### src/include/dac_link_pkg.sv
// constants, field layout and register map for the quad converter serial update control
package dac_link_pkg;

  // serial frame
  localparam int unsigned FRAME_BITS   = 16;
  localparam int unsigned CNT_W        = 5;
  localparam int unsigned CODE_W       = 8;
  localparam int unsigned NUM_CH       = 4;
  localparam int unsigned SYNC_STAGES  = 2;

  // field positions within the 16-bit word, shifted msb first
  localparam int unsigned ADDR_MSB     = 15;
  localparam int unsigned ADDR_LSB     = 14;
  localparam int unsigned MODE_MSB     = 13;
  localparam int unsigned MODE_LSB     = 12;
  localparam int unsigned CODE_MSB     = 11;
  localparam int unsigned CODE_LSB     = 4;

  // operating modes
  localparam logic [1:0] MODE_HOLD     = 2'h0;
  localparam logic [1:0] MODE_SINGLE   = 2'h1;
  localparam logic [1:0] MODE_ALL      = 2'h2;
  localparam logic [1:0] MODE_PDOWN    = 2'h3;

  // power-down termination options, carried in the channel field
  localparam logic [1:0] PD_RESERVED   = 2'h0;
  localparam logic [1:0] PD_LOW_OHMS   = 2'h1;
  localparam logic [1:0] PD_HIGH_OHMS  = 2'h2;
  localparam logic [1:0] PD_OPEN       = 2'h3;

  // register map, byte addresses
  localparam int unsigned ADDR_W       = 12;
  localparam logic [11:0] OFS_CTRL     = 12'h000;
  localparam logic [11:0] OFS_STATUS   = 12'h004;
  localparam logic [11:0] OFS_CODES    = 12'h008;
  localparam logic [11:0] OFS_LAST     = 12'h00c;
  localparam logic [11:0] OFS_PENDING  = 12'h010;

  // control fields and reset values
  localparam int unsigned CTRL_EN_BIT  = 0;
  localparam int unsigned CTRL_CLR_BIT = 1;
  localparam logic        CTRL_EN_RST  = 1'b1;

  // status fields
  localparam int unsigned ST_DONE_LSB  = 0;
  localparam int unsigned ST_ABORT_LSB = 8;
  localparam int unsigned ST_BUSY_BIT  = 16;
  localparam int unsigned ST_PD_BIT    = 17;
  localparam int unsigned ST_PDO_LSB   = 18;

  localparam logic [7:0]  CODE_RST     = 8'h00;
  localparam logic [31:0] DATA_ZERO    = 32'h0000_0000;

  typedef enum logic [1:0] {
    ST_IDLE  = 2'b00,
    ST_SHIFT = 2'b01,
    ST_SPENT = 2'b11
  } link_state_t;

endpackage

### src/verilog/pin_sync.sv
// two-stage synchroniser for one pin input
`timescale 1ns/10ps
`default_nettype none
module pin_sync #(
  parameter logic RESET_VAL = 1'b0
) (
  input  wire logic clk,
  input  wire logic resetn,
  input  wire logic ce,
  input  wire logic pin,
  output var  logic level
);
  logic meta_q;

  // only the second stage reads the first
  always_ff @(posedge clk or negedge resetn) begin
    if (!resetn) begin
      meta_q <= RESET_VAL;
      level  <= RESET_VAL;
    end else if (ce) begin
      meta_q <= pin;
      level  <= meta_q;
    end
  end
endmodule
`default_nettype wire

### src/verilog/dac_update_ctrl.sv
// serial frame receiver and output update control for a quad 8-bit converter
//
// Notes on behaviour
// - a 16-bit shift register holds channel, mode, power-down choice and code
// - four output channels each hold an 8-bit code; one reference serves all
// - shifting is enabled only while frame select is low
// - data is sampled on each falling serial clock edge after select falls
// - the update is made on the sixteenth clock of the frame
// - select rising before the sixteenth clock discards the partial frame
// - two mode bits choose single-channel or simultaneous update of all four
// - after reset every output holds zero until the first complete valid write
// - a power-down command offers three termination choices
//
// The APB interface to the registers and the register addresses are this design's own decisions.
`timescale 1ns/10ps
`default_nettype none
module dac_update_ctrl
  import dac_link_pkg::*;
(
  input  wire logic                            clk,
  input  wire logic                            resetn,
  input  wire logic                            ce,
  // three-wire link, all asynchronous to clk
  input  wire logic                            frame_sel_n,
  input  wire logic                            serial_clk,
  input  wire logic                            serial_din,
  // apb slave
  input  wire logic                            psel,
  input  wire logic                            penable,
  input  wire logic                            pwrite,
  input  wire logic [dac_link_pkg::ADDR_W-1:0] paddr,
  input  wire logic [31:0]                     pwdata,
  output var  logic [31:0]                     prdata,
  output var  logic                            pready,
  output var  logic                            pslverr,
  // converter codes and power-down state
  output var  logic [dac_link_pkg::CODE_W-1:0] channel_a_output,
  output var  logic [dac_link_pkg::CODE_W-1:0] channel_b_output,
  output var  logic [dac_link_pkg::CODE_W-1:0] channel_c_output,
  output var  logic [dac_link_pkg::CODE_W-1:0] channel_d_output,
  output var  logic                            power_down,
  output var  logic [1:0]                      pd_option
);
  import dac_link_pkg::*;

  // ---------------------------------------------------------------
  // pin synchronisers
  // ---------------------------------------------------------------
  logic sel_n_s;
  logic sclk_s;
  logic din_s;

  pin_sync #(.RESET_VAL(1'b1)) u_sync_sel (
    .clk    (clk),
    .resetn (resetn),
    .ce     (ce),
    .pin    (frame_sel_n),
    .level  (sel_n_s)
  );

  pin_sync #(.RESET_VAL(1'b0)) u_sync_sclk (
    .clk    (clk),
    .resetn (resetn),
    .ce     (ce),
    .pin    (serial_clk),
    .level  (sclk_s)
  );

  pin_sync #(.RESET_VAL(1'b0)) u_sync_din (
    .clk    (clk),
    .resetn (resetn),
    .ce     (ce),
    .pin    (serial_din),
    .level  (din_s)
  );

  // edge history on the synchronised copies only
  logic sel_n_d1_q;
  logic sclk_d1_q;

  always_ff @(posedge clk or negedge resetn) begin
    if (!resetn) begin
      sel_n_d1_q <= 1'b1;
      sclk_d1_q  <= 1'b0;
    end else if (ce) begin
      sel_n_d1_q <= sel_n_s;
      sclk_d1_q  <= sclk_s;
    end
  end

  logic sclk_fall;
  logic sel_fall;
  logic sel_rise;
  logic link_en_q;

  // din passes the same two stages as sclk, so it is aligned with the edge seen here
  assign sclk_fall = sclk_d1_q & ~sclk_s;
  assign sel_fall  = sel_n_d1_q & ~sel_n_s;
  assign sel_rise  = ~sel_n_d1_q & sel_n_s;

  // ---------------------------------------------------------------
  // frame state machine and shift register
  // ---------------------------------------------------------------
  link_state_t           state_q;
  logic [FRAME_BITS-1:0] shift_q;
  logic [CNT_W-1:0]      bit_cnt_q;
  logic                  word_done;
  logic                  frame_abort;
  logic [FRAME_BITS-1:0] word;

  localparam logic [CNT_W-1:0] LAST_BIT = CNT_W'(FRAME_BITS - 1);

  assign word        = {shift_q[FRAME_BITS-2:0], din_s};
  assign word_done   = (state_q == ST_SHIFT) && sclk_fall && !sel_n_s
                       && (bit_cnt_q == LAST_BIT);
  assign frame_abort = (state_q == ST_SHIFT) && sel_rise;

  always_ff @(posedge clk or negedge resetn) begin
    if (!resetn) begin
      state_q <= ST_IDLE;
    end else if (ce) begin
      unique case (state_q)
        ST_IDLE: begin
          // a frame only opens on a fresh falling select
          if (sel_fall && link_en_q) begin
            state_q <= ST_SHIFT;
          end
        end
        ST_SHIFT: begin
          if (sel_n_s) begin
            state_q <= ST_IDLE;
          end else if (word_done) begin
            state_q <= ST_SPENT;
          end
        end
        ST_SPENT: begin
          // extra clocks are dropped until select goes high again
          if (sel_n_s) begin
            state_q <= ST_IDLE;
          end
        end
        default: begin
          state_q <= ST_IDLE;
        end
      endcase
    end
  end

  always_ff @(posedge clk or negedge resetn) begin
    if (!resetn) begin
      shift_q   <= '0;
      bit_cnt_q <= '0;
    end else if (ce) begin
      if (state_q != ST_SHIFT || sel_n_s) begin
        bit_cnt_q <= '0;
      end else if (sclk_fall) begin
        shift_q   <= word;
        bit_cnt_q <= bit_cnt_q + CNT_W'(1);
      end
    end
  end

  // ---------------------------------------------------------------
  // command decode at the sixteenth edge
  // ---------------------------------------------------------------
  logic [1:0]        cmd_addr;
  logic [1:0]        cmd_mode;
  logic [CODE_W-1:0] cmd_code;

  assign cmd_addr = word[ADDR_MSB:ADDR_LSB];
  assign cmd_mode = word[MODE_MSB:MODE_LSB];
  assign cmd_code = word[CODE_MSB:CODE_LSB];

  logic [CODE_W-1:0] pend_q [NUM_CH];
  logic [CODE_W-1:0] out_q  [NUM_CH];

  // pending codes: every write mode loads the addressed channel
  always_ff @(posedge clk or negedge resetn) begin
    if (!resetn) begin
      for (int i = 0; i < NUM_CH; i++) begin
        pend_q[i] <= CODE_RST;
      end
    end else if (ce) begin
      if (word_done && cmd_mode != MODE_PDOWN) begin
        pend_q[cmd_addr] <= cmd_code;
      end
    end
  end

  // applied codes stay at zero until a complete frame asks for an update
  always_ff @(posedge clk or negedge resetn) begin
    if (!resetn) begin
      for (int i = 0; i < NUM_CH; i++) begin
        out_q[i] <= CODE_RST;
      end
    end else if (ce && word_done) begin
      for (int i = 0; i < NUM_CH; i++) begin
        if (cmd_mode == MODE_SINGLE && cmd_addr == 2'(i)) begin
          out_q[i] <= cmd_code;
        end else if (cmd_mode == MODE_ALL) begin
          // all four move together, the addressed one with its new code
          out_q[i] <= (cmd_addr == 2'(i)) ? cmd_code : pend_q[i];
        end
      end
    end
  end

  // power-down: option lives in the channel field; code zero is not an option
  logic       pd_q;
  logic [1:0] pdo_q;

  always_ff @(posedge clk or negedge resetn) begin
    if (!resetn) begin
      pd_q  <= 1'b0;
      pdo_q <= PD_RESERVED;
    end else if (ce && word_done) begin
      if (cmd_mode == MODE_PDOWN && cmd_addr != PD_RESERVED) begin
        pd_q  <= 1'b1;
        pdo_q <= cmd_addr;
      end else if (cmd_mode == MODE_SINGLE || cmd_mode == MODE_ALL) begin
        pd_q  <= 1'b0;
        pdo_q <= PD_RESERVED;
      end
    end
  end

  assign channel_a_output = out_q[0];
  assign channel_b_output = out_q[1];
  assign channel_c_output = out_q[2];
  assign channel_d_output = out_q[3];
  assign power_down       = pd_q;
  assign pd_option        = pdo_q;

  // ---------------------------------------------------------------
  // statistics
  // ---------------------------------------------------------------
  logic [7:0]            done_cnt_q;
  logic [7:0]            abort_cnt_q;
  logic [FRAME_BITS-1:0] last_word_q;
  logic                  cnt_clear;

  // counters wrap; a frame event in the clear cycle still counts
  always_ff @(posedge clk or negedge resetn) begin
    if (!resetn) begin
      done_cnt_q  <= '0;
      abort_cnt_q <= '0;
      last_word_q <= '0;
    end else if (ce) begin
      if (word_done) begin
        last_word_q <= word;
        done_cnt_q  <= cnt_clear ? 8'h01 : done_cnt_q + 8'h01;
      end else if (cnt_clear) begin
        done_cnt_q  <= '0;
      end
      if (frame_abort) begin
        abort_cnt_q <= cnt_clear ? 8'h01 : abort_cnt_q + 8'h01;
      end else if (cnt_clear) begin
        abort_cnt_q <= '0;
      end
    end
  end

  // ---------------------------------------------------------------
  // apb slave: one wait state, answer in the second access cycle
  // ---------------------------------------------------------------
  logic access;
  logic wr_fire;
  logic hit;

  assign access    = psel & penable & ~pready;
  assign wr_fire   = psel & penable & pready & pwrite;
  assign cnt_clear = wr_fire && paddr == OFS_CTRL && pwdata[CTRL_CLR_BIT];

  always_comb begin
    unique case (paddr)
      OFS_CTRL, OFS_STATUS, OFS_CODES, OFS_LAST, OFS_PENDING: hit = 1'b1;
      default: hit = 1'b0;
    endcase
  end

  // disabling the link leaves a frame in progress to finish normally
  always_ff @(posedge clk or negedge resetn) begin
    if (!resetn) begin
      link_en_q <= CTRL_EN_RST;
    end else if (ce && wr_fire && paddr == OFS_CTRL) begin
      link_en_q <= pwdata[CTRL_EN_BIT];
    end
  end

  logic [31:0] rd_mux;

  always_comb begin
    rd_mux = DATA_ZERO;
    unique case (paddr)
      OFS_CTRL: begin
        rd_mux[CTRL_EN_BIT] = link_en_q;
      end
      OFS_STATUS: begin
        rd_mux[ST_DONE_LSB +: 8]  = done_cnt_q;
        rd_mux[ST_ABORT_LSB +: 8] = abort_cnt_q;
        rd_mux[ST_BUSY_BIT]       = (state_q == ST_SHIFT);
        rd_mux[ST_PD_BIT]         = pd_q;
        rd_mux[ST_PDO_LSB +: 2]   = pdo_q;
      end
      OFS_CODES: begin
        rd_mux = {out_q[3], out_q[2], out_q[1], out_q[0]};
      end
      OFS_LAST: begin
        rd_mux[FRAME_BITS-1:0] = last_word_q;
      end
      OFS_PENDING: begin
        rd_mux = {pend_q[3], pend_q[2], pend_q[1], pend_q[0]};
      end
      default: begin
        rd_mux = DATA_ZERO;
      end
    endcase
  end

  always_ff @(posedge clk or negedge resetn) begin
    if (!resetn) begin
      pready  <= 1'b0;
      pslverr <= 1'b0;
      prdata  <= DATA_ZERO;
    end else if (ce) begin
      pready  <= access;
      pslverr <= access & ~hit;
      if (access && !pwrite) begin
        prdata <= rd_mux;
      end
    end
  end

endmodule
`default_nettype wire

### config.mk
export PLATFORM = sky130hd
export DESIGN_NAME = dac_update_ctrl
export DESIGN_NICKNAME = d
export VERILOG_FILES = /design/src/include/dac_link_pkg.sv /design/src/verilog/pin_sync.sv /design/src/verilog/dac_update_ctrl.sv
export SDC_FILE = /design/constraint.sdc
export NUM_CORES = 1
export LEC_CHECK = 0
export BUFFER_PORTS_ARGS = -buffer_cell sky130_fd_sc_hd__buf_2
export CAP_MARGIN = 20
export CORE_AREA = 2 2 134 136
export CTS_CLUSTER_SIZE = 20
export DETAILED_ROUTE_END_ITERATION = 8
export DIE_AREA = 0 0 136 138
export SYNTH_ARGS = -nofsm -noshare
export SYNTH_HDL_FRONTEND = slang
export SYNTH_SLANG_ARGS = --single-unit
### constraint.sdc
create_clock -name clk -period 2.6 [get_ports clk]
set_clock_uncertainty 0.2 [all_clocks]
set_input_delay 0.13 -clock clk [delete_from_list [all_inputs] [get_ports clk]]
set_output_delay 0.13 -clock clk [all_outputs]
set_load 0.03 [all_outputs]
==> impl_results.md <==
* Seq/Total Area, Yosys at 0.540
* IO Pins at 122
* Core area at about 18,000 µm²
* Die width at between 100 and 150 µm
* Crit Path Category: reg -> reg
* Commonest non-fill, non-tap cell in the layout: dfrtp_1
* Routed Antenna Nets at 0
* N_diodes at 0
* Share of the synthesized area in the top cell type at 0.526
* Synth Warn # at 0
* Fin crit share at 0.937
* Pins over their slew limit at 0
* Final Critical Period at between 2000 and 2500 ps
* Worst setup EP type: register
* # rows at slightly below 50
* CTS tree: built
* Commonest non-fill, non-tap cells in the layout: 160 x dfrtp_1, 130 x nand2_1, 90 x buf_2
* GRT overflow at 0
* Number of port buffers at between 90 and 100
* CTS max path bufs at 2
* Fillers at 1,567
* Largest net degree at the start of global routing at 61
* Ratio of cells with drive above 1 in the final layout at 0.276
* Drt total wl at between 15,000 and 20,000 µm
* Crit path required time at 2750 ps
* Clk_lat worst skew at ~430 ps
* Final Hold Fails at 0
* Post-synthesis instance total at between 600 and 700
* DR DRC count at 0
* Initial antenna violation count at 0
* Measured slew at the worst slew-check pin at ~1000 ps
* CP Launch Type: register
* Post-synthesis net count at ~760
* RSZ-0062 raised after global routing: yes
* Syn Area/Cell at between 10 and 15 µm²
* First-pass GRT wire length at 31,500 µm
* Seq cells post-synth at 164
* Power Dens Cells at 604 nW/µm²
* Sequential Area at ~4100 µm²
* Chip Height at approximately 140 µm
* Placed instance area at 8370 µm²
* Footprint of the multi-input gates at between 3000 and 4000 µm²
* Via count at roughly 5,700
* First-pass iteration count of the detailed router at 5
* Arrival time worst endpoint at around 2600 ps
* Via-per-instance ratio at roughly 5.5
* Total global-route track usage at 0.217
* VDD IR max at approximately 0.00048 V
* Starting Density at 0.434
* Hold WC Path Type: in -> reg
* TritonCTS buffer count at 17
* Area grow syn2layout at 20.1%
* Post-route cell area at ~9100 µm²
* Root buf cell: clkbuf_16
* Max Fclk at approximately 410 MHz
* Global placement routability congestion at 0.858
* Clock sinks at roughly 160
* Number of global-route vias before repair at approximately 5,800
* Fin nets at around 860
* P_leak at ~4.7 nW
* Synthesized area at about 7600 µm²
* DP HPWL at 13,600 µm
* Routed len/inst at 18.6 µm
* DR iter-0 viols at approximately 340
* Clock slew at reported path FFs at around 60 ps
* Crit-path max FO at 16
* Die footprint at approximately 19,000 µm²
* Largest cells by area after synthesis: dfrtp_1 53%, mux2_2 7.7%, nand2_1 6.5%
* Unique masters post-synth at 55
* Max-Cap Viols at 0
* Slew margin rel. at 0.313
* Synth area leader: dfrtp_1
* H-tree levels at 4
* Setup Viol. Count Final at 0
* Status: complete, no violations
* Power Total at 5.52 mW
-- per-stage QoR --
stage | hold slack [ps] | setup WS, ps | cells | util | TNS [ps]
after floorplan | -366 | 250 | 698 | - | 0
final | 16.3 | 165 | 1041 | 0.521 | 0
after global placement | -58.9 | 138 | 998 | 0.477 | 0
after CTS | 14.4 | 102 | 1041 | 0.521 | 0
after detailed placement | -51.5 | 42.3 | 998 | 0.477 | 0
after global routing | 54.1 | -16.1 | 1041 | 0.521 | -19.9
-- cell families (layout without fill, tap and decap cells) --
group / Yosys count / after routing / share of synthesized area
simple gates: 222 / 222 / 0.143
flops: 164 / 164 / 0.540
compound gates: 145 / 145 / 0.124
mux: 101 / 101 / 0.143
buf+inv: 51 / 165 / 0.0299
xor+xnor: 8 / 8 / 0.00920
fa+ha+maj: 7 / 7 / 0.0115
-- cells in the mapped netlist (all sizes together) --
master    n
dfstp     4
nor3b     1
nor2     27
a21boi    3
or3       3
o41ai     1
inv       8
xor2      7
nand4b    1
a21o      2
ha        7
clkbuf   24
nand2   133
mux2     52
nor2b    10
o22a     15
nand4     2
xnor2     1
and3      9
nor4      6
buf      19
and4bb    1
and2b     1
a211oi    1
nor3      4
a22oi    30
o21ai    60
mux4      1
a32oi     1
a221o     7
nand3b    3
and4      1
a21oi    15
and2      1
o31ai     3
nand3    13
mux2i    48
dfrtp   160
nand2b    6
a22o      4
a31oi     3
-- routing by layer --
metal / share of wire / up-vias / global-route usage
li1: - / 2682 / -
met1: 0.45 / 2885 / 0.298
met2: 0.49 / 126 / 0.345
met3: 0.035 / 25 / 0.0385
met4: 0.022 / 0 / 0.0795
met5: 0 / - / 0
-- where the power goes --
group          total (mW)  switching [mW]  internal, mW  leakage [nW]
clock network        2.73            1.04          1.69         0.319
registers            2.59          0.0176          2.58          2.27
logic               0.192           0.123        0.0695          2.07
total                5.52            1.18          4.34          4.66
-- worst max-delay path: stages, from the launching register on --
cell and delay (ps):
dfrtp_1 390, ha_1 210, and3_1 170, ha_1 170, nand4b_1 170, or3_4 410, buf_4 180, nor2_4 100
buf_12 140, nor2_1 50, a21oi_1 150
-- area by class of cell --
cell class | instances | area share
well taps | 229 | 0.0313
multi-input cells | 483 | 0.360
inverters | 8 | 0.00328
clock inverters | 11 | 0.0189
clock buffers | 21 | 0.0515
flip-flops and latches | 164 | 0.449
repair buffers | 125 | 0.0853
-- path summary, 6_finish.rpt --
path	from	to	slack, ps	cells past startpoint
max	bit_cnt_q[0]$_DFFE_PN0P_	channel_d_output[7]$_DFFE_PN0P_	160	10
min	paddr[6]	prdata[0]$_DFFE_PN0P_	20	4
max reg2reg	bit_cnt_q[0]$_DFFE_PN0P_	channel_d_output[7]$_DFFE_PN0P_	160	10
min reg2reg	prdata[7]$_DFFE_PN0P_	prdata[7]$_DFFE_PN0P_	280	2
max in group asynchronous	resetn	link_en_q$_DFFE_PN1P_	1460	3
min in group asynchronous	resetn	prdata[8]$_DFFE_PN0P_	30	2
-- what timing repair did --
action,4_1_cts,5_1_grt
resized for setup,0,3
setup buffers,1,0
hold endpoints to repair,170,0
hold buffers,10,0
setup endpoints to repair,1,20
pin swaps,1,1
-- flip-flops by register name, summed over array words and instances, names as in the netlist, 2 cells and up --
register          cells
shift_q              15
bit_cnt_q             5
channel_d_output      8
channel_c_output      8
prdata               32
pd_option             2
last_word_q          16
channel_b_output      8
channel_a_output      8
pend_q               32
abort_cnt_q           8
done_cnt_q            8
state_q               2
Note: power is estimated with default switching activity, not from simulation.
